<file path="src/term_status_defines.vh">
// Contract
// - Ignore the host command word at start-up; act only on later changes.
// - Command bit 13 set sounds the continuous buzzer.
// - Command bit 12 set sounds the short intermittent buzzer.
// - Clearing command bits 13 and 12 stops the buzzer; the code keeps the long buzzer sounding while command bit 9 is set.
// - Command bit 15 set requests screen display.
// - Status bit 15 is 1 only in run mode, else 0.
// - Outside run mode no host memory is read or written; the code still writes the status word once when run mode ends.
// - Status bit 13 shows low backup battery voltage.
// - Status bit 12 sets on screen switch, clears once reported.
// - Status bit 11 sets on numeral entry, clears once reported.
// - Status bit 10 sets on string entry, clears once reported.
// - Status bit 7 is 1 while a screen print runs.
// - System menu or error screen forces status bit 7 to 0.
// - Status word is written to the host on every change.
// - Short buzzer 0.5 s on and off, long buzzer 1.0 s.
// - One buzzer sounds: continuous, then short, then long.
// - Command bit 7 rising starts a print; cleared once printing shows.
// - Command bit 11 rising clears display history, then the bit clears.
`ifndef TERM_STATUS_DEFINES_VH
`define TERM_STATUS_DEFINES_VH

`define CMD_DISPLAY      15
`define CMD_BUZ_CONT     13
`define CMD_BUZ_SHORT    12
`define CMD_HIST_CLR     11
`define CMD_BUZ_LONG     9
`define CMD_PRINT        7

`define STS_RUN          15
`define STS_BATT         13
`define STS_SCREEN       12
`define STS_NUMERAL      11
`define STS_STRING       10
`define STS_PRINT        7

`define ADDR_COMMAND     4'h0
`define ADDR_STATUS      4'h4
`define ADDR_CONTROL     4'h8
`define ADDR_FETCH       4'hc

`define CTRL_RUN         0
`define CTRL_MENU        1
`define CTRL_ERROR       2
`define CTRL_STARTED     3

`define SHORT_PERIOD_MS  500
`define LONG_PERIOD_MS   1000
`define CLOCK_HZ         20000000

`define RESP_OKAY        2'b00
`define RESP_SLVERR      2'b10

`endif

</file>
<file path="src/buzzer_tone.v">
`timescale 1ns/1ps
`include "term_status_defines.vh"
module buzzer_tone #(
    parameter CLK_HZ   = `CLOCK_HZ,
    parameter SHORT_MS = `SHORT_PERIOD_MS,
    parameter LONG_MS  = `LONG_PERIOD_MS
) (
    input  wire clk,
    input  wire rst,
    input  wire cont_req,
    input  wire short_req,
    input  wire long_req,
    output reg  tone
);
    localparam SHORT_CYC = CLK_HZ / 1000 * SHORT_MS;
    localparam LONG_CYC  = CLK_HZ / 1000 * LONG_MS;
    localparam [1:0] MODE_OFF   = 2'h0;
    localparam [1:0] MODE_CONT  = 2'h1;
    localparam [1:0] MODE_SHORT = 2'h2;
    localparam [1:0] MODE_LONG  = 2'h3;

    reg  [31:0] count_reg;
    reg         phase_reg;
    reg  [1:0]  mode_reg;
    wire [1:0]  mode_next;
    wire [31:0] limit;

    // Fixed priority between the three buzzer kinds.
    assign mode_next = cont_req ? MODE_CONT : short_req ? MODE_SHORT :
                       long_req ? MODE_LONG : MODE_OFF;
    assign limit = (mode_reg == MODE_SHORT) ? SHORT_CYC : LONG_CYC;

    always @(posedge clk or posedge rst) begin
        if (rst) begin
            count_reg <= 32'h0;
            phase_reg <= 1'b1;
            mode_reg  <= MODE_OFF;
            tone      <= 1'b0;
        end else begin
            mode_reg <= mode_next;
            if (mode_next != mode_reg) begin
                count_reg <= 32'h0;
                phase_reg <= 1'b1;
            end else if (count_reg == limit - 32'h1) begin
                count_reg <= 32'h0;
                phase_reg <= ~phase_reg;
            end else begin
                count_reg <= count_reg + 32'h1;
            end
            tone <= (mode_reg == MODE_CONT) |
                    ((mode_reg != MODE_OFF) & phase_reg);
        end
    end
endmodule

</file>
<file path="src/strobe_flag.v">
`timescale 1ns/1ps
module strobe_flag (
    input  wire clk,
    input  wire rst,
    input  wire set_in,
    input  wire clr_in,
    output reg  flag
);
    // A set in the clearing cycle wins.
    always @(posedge clk or posedge rst) begin
        if (rst) begin
            flag <= 1'b0;
        end else if (set_in) begin
            flag <= 1'b1;
        end else if (clr_in) begin
            flag <= 1'b0;
        end
    end
endmodule

</file>
<file path="src/terminal_status_control.v">
`timescale 1ns/1ps
`include "term_status_defines.vh"
module terminal_status_control #(
    parameter CLK_HZ   = `CLOCK_HZ,
    parameter SHORT_MS = `SHORT_PERIOD_MS,
    parameter LONG_MS  = `LONG_PERIOD_MS
) (
    input  wire        MCLK,
    input  wire        RST,
    input  wire [3:0]  S_AXI_AWADDR,
    input  wire        S_AXI_AWVALID,
    output wire        S_AXI_AWREADY,
    input  wire [31:0] S_AXI_WDATA,
    input  wire [3:0]  S_AXI_WSTRB,
    input  wire        S_AXI_WVALID,
    output wire        S_AXI_WREADY,
    output reg  [1:0]  S_AXI_BRESP,
    output reg         S_AXI_BVALID,
    input  wire        S_AXI_BREADY,
    input  wire [3:0]  S_AXI_ARADDR,
    input  wire        S_AXI_ARVALID,
    output wire        S_AXI_ARREADY,
    output reg  [31:0] S_AXI_RDATA,
    output reg  [1:0]  S_AXI_RRESP,
    output reg         S_AXI_RVALID,
    input  wire        S_AXI_RREADY,
    input  wire        BATTERY_LOW,
    input  wire        SCREEN_SWITCHED,
    input  wire        NUMERAL_ENTERED,
    input  wire        STRING_ENTERED,
    input  wire        PRINT_KEY,
    input  wire        PRINT_DONE,
    output reg         BUZZER,
    output reg         DISPLAY_REQ,
    output reg         PRINT_START,
    output reg         HISTORY_CLEAR,
    output reg         REPORT_WRITE
);
    reg  [15:0] cmd_reg;
    reg  [15:0] held_reg;
    reg  [3:0]  ctrl_reg;
    reg         fetch_reg;
    reg         primed_reg;
    reg         printing_reg;
    reg  [15:0] reported_reg;
    reg  [15:0] status_reg;
    reg         aw_held_reg;
    reg         w_held_reg;
    reg  [3:0]  awaddr_reg;
    reg  [31:0] wdata_reg;
    reg  [3:0]  wstrb_reg;
    reg  [2:0]  batt_sync_reg;
    reg  [1:0]  scr_sync_reg;
    reg  [1:0]  num_sync_reg;
    reg  [1:0]  str_sync_reg;
    reg  [2:0]  key_sync_reg;
    reg  [1:0]  done_sync_reg;
    reg         scr_d_reg;
    reg         num_d_reg;
    reg         str_d_reg;
    reg         buz_cont_reg;
    reg         buz_short_reg;
    reg         buz_long_reg;
    wire        run;
    wire        blank_print;
    wire [15:0] changed;
    wire [15:0] rising;
    wire        do_fetch;
    wire        do_write;
    wire        report_now;
    wire        scr_flag;
    wire        num_flag;
    wire        str_flag;
    wire        tone;
    wire [15:0] status_next;
    wire [31:0] cmd_merged;

    function [31:0] merge;
        input [31:0] old;
        input [31:0] data;
        input [3:0]  strb;
        integer      i;
        begin
            merge = old;
            for (i = 0; i < 4; i = i + 1) begin
                if (strb[i]) begin
                    merge[i*8 +: 8] = data[i*8 +: 8];
                end
            end
        end
    endfunction

    assign run         = ctrl_reg[`CTRL_RUN] & ~ctrl_reg[`CTRL_MENU];
    assign blank_print = ctrl_reg[`CTRL_MENU] | ctrl_reg[`CTRL_ERROR];
    assign do_fetch    = fetch_reg & run;
    assign changed     = cmd_reg ^ held_reg;
    assign rising      = changed & cmd_reg;
    assign cmd_merged  = merge({16'h0, cmd_reg}, wdata_reg, wstrb_reg);

    assign S_AXI_AWREADY = ~aw_held_reg & ~S_AXI_BVALID;
    assign S_AXI_WREADY  = ~w_held_reg & ~S_AXI_BVALID;
    assign S_AXI_ARREADY = ~S_AXI_RVALID;
    assign do_write      = aw_held_reg & w_held_reg & ~S_AXI_BVALID;

    always @(posedge MCLK or posedge RST) begin
        if (RST) begin
            aw_held_reg  <= 1'b0;
            w_held_reg   <= 1'b0;
            awaddr_reg   <= 4'h0;
            wdata_reg    <= 32'h0;
            wstrb_reg    <= 4'h0;
            S_AXI_BVALID <= 1'b0;
            S_AXI_BRESP  <= `RESP_OKAY;
            cmd_reg      <= 16'h0;
            ctrl_reg     <= 4'h0;
            fetch_reg    <= 1'b0;
        end else begin
            fetch_reg <= 1'b0;
            if (S_AXI_AWVALID && S_AXI_AWREADY) begin
                aw_held_reg <= 1'b1;
                awaddr_reg  <= S_AXI_AWADDR;
            end
            if (S_AXI_WVALID && S_AXI_WREADY) begin
                w_held_reg <= 1'b1;
                wdata_reg  <= S_AXI_WDATA;
                wstrb_reg  <= S_AXI_WSTRB;
            end
            if (do_write) begin
                aw_held_reg  <= 1'b0;
                w_held_reg   <= 1'b0;
                S_AXI_BVALID <= 1'b1;
                S_AXI_BRESP  <= `RESP_OKAY;
                if (awaddr_reg == `ADDR_COMMAND) begin
                    cmd_reg <= cmd_merged[15:0];
                end else if (awaddr_reg == `ADDR_CONTROL) begin
                    if (wstrb_reg[0]) begin
                        ctrl_reg <= wdata_reg[3:0];
                    end
                end else if (awaddr_reg == `ADDR_FETCH) begin
                    fetch_reg <= wstrb_reg[0] & wdata_reg[0];
                end else if (awaddr_reg != `ADDR_STATUS) begin
                    S_AXI_BRESP <= `RESP_SLVERR;
                end
            end else if (S_AXI_BVALID && S_AXI_BREADY) begin
                S_AXI_BVALID <= 1'b0;
            end
            // Self-clearing command bits drop once serviced.
            if (primed_reg && do_fetch && rising[`CMD_HIST_CLR]) begin
                cmd_reg[`CMD_HIST_CLR] <= 1'b0;
            end
            if (cmd_reg[`CMD_PRINT] && status_reg[`STS_PRINT]) begin
                cmd_reg[`CMD_PRINT] <= 1'b0;
            end
        end
    end

    always @(posedge MCLK or posedge RST) begin
        if (RST) begin
            S_AXI_RVALID <= 1'b0;
            S_AXI_RDATA  <= 32'h0;
            S_AXI_RRESP  <= `RESP_OKAY;
        end else if (S_AXI_ARVALID && S_AXI_ARREADY) begin
            S_AXI_RVALID <= 1'b1;
            S_AXI_RRESP  <= `RESP_OKAY;
            if (S_AXI_ARADDR == `ADDR_COMMAND) begin
                S_AXI_RDATA <= {16'h0, cmd_reg};
            end else if (S_AXI_ARADDR == `ADDR_STATUS) begin
                S_AXI_RDATA <= {16'h0, reported_reg};
            end else if (S_AXI_ARADDR == `ADDR_CONTROL) begin
                S_AXI_RDATA <= {28'h0, ctrl_reg};
            end else if (S_AXI_ARADDR == `ADDR_FETCH) begin
                S_AXI_RDATA <= {31'h0, primed_reg};
            end else begin
                S_AXI_RDATA <= 32'h0;
                S_AXI_RRESP <= `RESP_SLVERR;
            end
        end else if (S_AXI_RVALID && S_AXI_RREADY) begin
            S_AXI_RVALID <= 1'b0;
        end
    end

    always @(posedge MCLK or posedge RST) begin
        if (RST) begin
            batt_sync_reg <= 3'h0;
            scr_sync_reg  <= 2'h0;
            num_sync_reg  <= 2'h0;
            str_sync_reg  <= 2'h0;
            key_sync_reg  <= 3'h0;
            done_sync_reg <= 2'h0;
            scr_d_reg     <= 1'b0;
            num_d_reg     <= 1'b0;
            str_d_reg     <= 1'b0;
        end else begin
            batt_sync_reg <= {batt_sync_reg[1:0], BATTERY_LOW};
            scr_sync_reg  <= {scr_sync_reg[0], SCREEN_SWITCHED};
            num_sync_reg  <= {num_sync_reg[0], NUMERAL_ENTERED};
            str_sync_reg  <= {str_sync_reg[0], STRING_ENTERED};
            key_sync_reg  <= {key_sync_reg[1:0], PRINT_KEY};
            done_sync_reg <= {done_sync_reg[0], PRINT_DONE};
            scr_d_reg     <= scr_sync_reg[1];
            num_d_reg     <= num_sync_reg[1];
            str_d_reg     <= str_sync_reg[1];
        end
    end

    // Command fetch: first fetch after start-up only primes the copy.
    always @(posedge MCLK or posedge RST) begin
        if (RST) begin
            held_reg      <= 16'h0;
            primed_reg    <= 1'b0;
            buz_cont_reg  <= 1'b0;
            buz_short_reg <= 1'b0;
            buz_long_reg  <= 1'b0;
            DISPLAY_REQ   <= 1'b0;
            PRINT_START   <= 1'b0;
            HISTORY_CLEAR <= 1'b0;
            printing_reg  <= 1'b0;
        end else begin
            DISPLAY_REQ   <= 1'b0;
            PRINT_START   <= 1'b0;
            HISTORY_CLEAR <= 1'b0;
            if (do_fetch) begin
                held_reg <= cmd_reg;
                if (!primed_reg) begin
                    primed_reg <= ctrl_reg[`CTRL_STARTED];
                end else if (changed != 16'h0) begin
                    buz_cont_reg  <= cmd_reg[`CMD_BUZ_CONT];
                    buz_short_reg <= cmd_reg[`CMD_BUZ_SHORT];
                    buz_long_reg  <= cmd_reg[`CMD_BUZ_LONG];
                    DISPLAY_REQ   <= rising[`CMD_DISPLAY];
                    HISTORY_CLEAR <= rising[`CMD_HIST_CLR];
                    if (rising[`CMD_PRINT] && !printing_reg) begin
                        PRINT_START  <= 1'b1;
                        printing_reg <= 1'b1;
                    end
                end
            end
            if (key_sync_reg[1] && !key_sync_reg[2] && !printing_reg) begin
                PRINT_START  <= 1'b1;
                printing_reg <= 1'b1;
            end else if (done_sync_reg[1]) begin
                printing_reg <= 1'b0;
            end
        end
    end

    buzzer_tone #(
        .CLK_HZ   (CLK_HZ),
        .SHORT_MS (SHORT_MS),
        .LONG_MS  (LONG_MS)
    ) u_tone (
        .clk       (MCLK),
        .rst       (RST),
        .cont_req  (buz_cont_reg),
        .short_req (buz_short_reg),
        .long_req  (buz_long_reg),
        .tone      (tone)
    );

    assign report_now = REPORT_WRITE;

    strobe_flag u_scr (
        .clk    (MCLK),
        .rst    (RST),
        .set_in (scr_sync_reg[1] & ~scr_d_reg),
        .clr_in (report_now & reported_reg[`STS_SCREEN]),
        .flag   (scr_flag)
    );

    strobe_flag u_num (
        .clk    (MCLK),
        .rst    (RST),
        .set_in (num_sync_reg[1] & ~num_d_reg),
        .clr_in (report_now & reported_reg[`STS_NUMERAL]),
        .flag   (num_flag)
    );

    strobe_flag u_str (
        .clk    (MCLK),
        .rst    (RST),
        .set_in (str_sync_reg[1] & ~str_d_reg),
        .clr_in (report_now & reported_reg[`STS_STRING]),
        .flag   (str_flag)
    );

    assign status_next = {run, 1'b0, batt_sync_reg[2], scr_flag, num_flag,
                          str_flag, 2'b00,
                          printing_reg & ~blank_print,
                          7'h00};

    // Report when the live status differs from the last written one, in run mode or once on leaving it.
    always @(posedge MCLK or posedge RST) begin
        if (RST) begin
            status_reg   <= 16'h0;
            reported_reg <= 16'h0;
            REPORT_WRITE <= 1'b0;
            BUZZER       <= 1'b0;
        end else begin
            status_reg   <= status_next;
            BUZZER       <= tone & run;
            REPORT_WRITE <= 1'b0;
            if (!REPORT_WRITE && status_reg != reported_reg &&
                (run || reported_reg[`STS_RUN])) begin
                reported_reg <= status_reg;
                REPORT_WRITE <= 1'b1;
            end
        end
    end
endmodule

</file>
<file path="config.mk">
export PLATFORM = sky130hd
export DESIGN_NAME = terminal_status_control
export DESIGN_NICKNAME = d
export VERILOG_FILES = /design/src/buzzer_tone.v /design/src/strobe_flag.v /design/src/terminal_status_control.v
export VERILOG_INCLUDE_DIRS = /design/src /design/src/src
export SDC_FILE = /design/constraint.sdc
export NUM_CORES = 1
export LEC_CHECK = 0
export BUFFER_PORTS_ARGS = -buffer_cell sky130_fd_sc_hd__buf_2
export CAP_MARGIN = 5
export CORE_MARGIN = 2
export CORE_UTILIZATION = 61
export CTS_CLUSTER_DIAMETER = 50
export DETAILED_ROUTE_END_ITERATION = 12
export MAX_ROUTING_LAYER = met4
export PLACE_DENSITY = 0.85
export SYNTH_ARGS = -nofsm -noshare
export SYNTH_HDL_FRONTEND = slang
export SYNTH_SLANG_ARGS = --single-unit
</file>
<file path="constraint.sdc">
create_clock -name MCLK -period 11.4 [get_ports MCLK]
set_clock_uncertainty 0.1 [all_clocks]
set_input_delay 1.14 -clock MCLK [delete_from_list [all_inputs] [get_ports MCLK]]
set_output_delay 1.14 -clock MCLK [all_outputs]
set_load 0.05 [all_outputs]
</file>
==> results.cfg <==
[grt]
antenna_found_initial = 1
number_of_global_route_vias_before_repair = 4788
grt_util_all_layers = 0.2694
grt_remaining_overflow = 0
global_route_wire_length_before_repair_mm = 23.74
grt_max_degree = 83

[synthesis]
synth_xor_area_frac = 0.06227
ys_seq_elements = 159
synth_top_cell_area_share = 0.5737
post_synth_and_or_nand_nor_area_fraction = 0.1665
synth_adder_area_share = 0.007262
post_synth.cell_area_avg_um2 = 11.33
synth_top_cells_by_count = sky130_fd_sc_hd__dfrtp_1, sky130_fd_sc_hd__nand2_1, sky130_fd_sc_hd__nor2_1
synth_area_leader_cell = sky130_fd_sc_hd__dfrtp_1
synth_compound_area_frac = 0.04956
postSynth.asyncResetShare = 1.000
synth_top_cells_by_area = sky130_fd_sc_hd__dfrtp_1, sky130_fd_sc_hd__mux2_2, sky130_fd_sc_hd__xnor2_1
netlist_instances = 608
dominant_combinational_cell_family_by_area_after_synthesis = simple AND/OR/NAND/NOR gates
synth.lib_cells_used.distinct = 55
seq_area_frac_synth = 0.5775
mapped_area_um2 = 6892
ys_dominant_reg_cell = sky130_fd_sc_hd__dfrtp_1
synth_mux_area_frac = 0.08932
synth_enable_flop_cells = 0
synth.most_common_cell = sky130_fd_sc_hd__dfrtp_1
synthesis.yosys.warnings = 0

[run]
cap_viol_max_count = 0

[timing]
rsz_0062_raised_after_global_routing = false
finalSetupViolCount = 0
post-route-period-util = 0.2264
drv_slew = 0
setup_tns_ns = 0
max_slew.worst_pin.slew_ns = 1.025
timing.hold.ws_ns = 0.2528
finalHoldViolations = 0
achievable-frequency_ghz = 0.3875
final_period_minus_worst_setup_slack_ns = 2.581
worst_rel_slew_slack = 0.3073

[cts]
htree_levels = 4
clock_tree_from_tritoncts = yes
clock_tree.buffer_depth = 2
clock_latency_ns = 0.42
numClockSinks = 159
cts-resized-gates = 0
hold_fix_buffer_count_after_cts = 0
tritoncts.num_buffers = 17
cts_post_setup_buffers_inserted = 0
clk_root_buffer_cell = sky130_fd_sc_hd__clkbuf_16
worst_setup_hold_path_clk_slew_ns = 0.06

[route]
vias_per_cell = 5.748
topRoutingLayerUsed = met4
wl_met1_mm = 5.870
detailedRoute.firstIterationViolations = 457
wire_length_per_cell_after_detailed_routing_um = 17.52
detailroute.wirelength.met2_mm = 7.482
postRouteWirelength_mm = 14.44
drt_first_pass_iters = 5
drt.antenna.violating_nets = 0
drc = 0
wire_length_on_met3_um = 882
vias_after_detailed_routing = 4736

[setup_path]
crit_path_end_kind = flop
cp-start-kind = flop
r2r_depth = 5
r2r-start = u_tone.mode_reg[1]
endpoint_of_the_worst_slack_reg_to_reg_timing_path = u_tone.count_reg[20]
cp.arrival_ns = 2.72
path_class = reg2reg
worstPathMaxFanout = 31
critical_path_required_ns = 11.54
ff2ff_setup_slack_ns = 8.82

[placed_design]
buffer_ports.inserted = 66
place_congestion = 0.8593
post-dp-hpwl_mm = 9.352

[hold_path]
worst_hold_startpoint = key_sync_reg[0]
min_delay_path_depth = 0
timing.hold.worst.class = reg2reg
hold_path_end = key_sync_reg[1]

[final_layout]
final_layout_size_suffix_gt1_frac = 0.2445
fillCellCount = 754
nets = 731
largest_register_ffs = 32
area.growth.synth_to_final_pct = 14.02

[floorplan]
chipWidth_um = 110.3
die_h_um = 110.3
dieArea_um2 = 12160
starting_utilization_of_the_core_area = 0.6302
placeable_core_area_um2 = 10940
io-pin-count = 103
fp-row-count = 38

[power]
ir_worst_vdd_v = 0.0001664
total_leakage_power_nw = 3.630
cellPowerDensity_nw_per_um2 = 208.6

[outcome]
result_of_the_run = complete, no violations
## layer usage
layer | global-route usage | vias to the layer above
li1 | - | 2159
met1 | 0.3229 | 2388
met2 | 0.4387 | 170
met3 | 0.08760 | 19
met4 | 0.08125 | 0
met5 | - | -
## how the worst max path moves through the flow
stage / cells past startpoint / start / slack (ns) / endpoint
global route: 6 / u_tone.count_reg[0] / 8.61 / u_tone.count_reg[20]
finish: 5 / u_tone.mode_reg[1] / 8.82 / u_tone.count_reg[20]
floorplan: 1 / RST / 5.87 / BUZZER
global placement: 4 / S_AXI_ARADDR[1] / 8.43 / S_AXI_RDATA[3]
CTS: 4 / S_AXI_ARADDR[1] / 8.69 / S_AXI_RDATA[13]
detailed placement: 4 / S_AXI_ARADDR[1] / 8.39 / S_AXI_RDATA[3]
## critical path: stages (launching register included)
cell                      delay [ns]
sky130_fd_sc_hd__dfrtp_1        0.43
sky130_fd_sc_hd__nor2b_1        0.22
sky130_fd_sc_hd__or4_1          0.49
sky130_fd_sc_hd__o31ai_1        0.09
sky130_fd_sc_hd__a41o_1         0.88
sky130_fd_sc_hd__nor2_1         0.17
## where the power goes
part / internal [mW] / switching, mW / total, mW
logic: 0.130 / 0.165 / 0.295
clock network: 0.366 / 0.220 / 0.587
registers: 0.663 / 0.0942 / 0.758
total: 1.16 / 0.479 / 1.64
## placed cells by master, fill, tap and decap left out, types with 3 or more instances in the layout
cell type	netlist	layout
sky130_fd_sc_hd__dfrtp_1	158	158
sky130_fd_sc_hd__nand2_1	84	84
sky130_fd_sc_hd__buf_2	9	66
sky130_fd_sc_hd__nor2_1	52	52
sky130_fd_sc_hd__mux2_2	48	48
sky130_fd_sc_hd__xnor2_1	38	38
sky130_fd_sc_hd__o21ai_0	24	24
sky130_fd_sc_hd__inv_1	19	18
sky130_fd_sc_hd__conb_1	1	18
sky130_fd_sc_hd__clkbuf_16	0	17
sky130_fd_sc_hd__nand3_1	15	15
sky130_fd_sc_hd__nand4_1	15	15
sky130_fd_sc_hd__xor2_1	11	11
sky130_fd_sc_hd__a22oi_1	10	10
sky130_fd_sc_hd__nor3_2	9	9
sky130_fd_sc_hd__nor2b_1	6	6
sky130_fd_sc_hd__nor4b_1	6	6
sky130_fd_sc_hd__nor4_1	6	6
sky130_fd_sc_hd__nor3_1	6	6
sky130_fd_sc_hd__and4_1	5	5
sky130_fd_sc_hd__nand2b_1	4	4
sky130_fd_sc_hd__ha_1	4	4
sky130_fd_sc_hd__clkbuf_8	0	4
sky130_fd_sc_hd__clkinv_2	0	4
sky130_fd_sc_hd__and3_1	3	3
sky130_fd_sc_hd__mux2i_1	3	3
sky130_fd_sc_hd__and2_1	3	3
sky130_fd_sc_hd__mux2_4	3	3
sky130_fd_sc_hd__bufinv_16	0	3
## area by class of cell
type | count | area, um^2 | share of cell area
multi-input combinational | 405 | 2660 | 0.3385
sequential | 159 | 3980 | 0.5065
antenna | 1 | 2.502 | 0.0003185
clock inverter | 10 | 133.9 | 0.01704
clock buffer | 22 | 484.2 | 0.06162
inverter | 19 | 76.32 | 0.009713
timing repair buffer | 68 | 345.3 | 0.04395
tap | 140 | 175.2 | 0.02229
## through the flow
step / cells / total power [mW] / cell area (um^2) / setup WS, ns / utilization
3_5_place_dp: 791 / 1.054 / 7228 / 8.385 / 0.6610
5_1_grt: 824 / 1.709 / 7858 / 8.615 / 0.7185
3_3_place_gp: 791 / 1.031 / 7228 / 8.429 / 0.6610
2_1_floorplan: 625 / 0.9707 / 6955 / 5.870 / -
4_1_cts: 823 / 1.645 / 7846 / 8.695 / 0.7175
6_report: 824 / 1.639 / 7858 / 8.819 / 0.7185
## kinds of logic after synthesis
family,after synthesis
flops,159
mux,54
buf+inv,61
xor+xnor,49
compound gates,53
fa+ha+maj,4
other cells,1
simple gates,227
(Power assumes the default switching activity.)
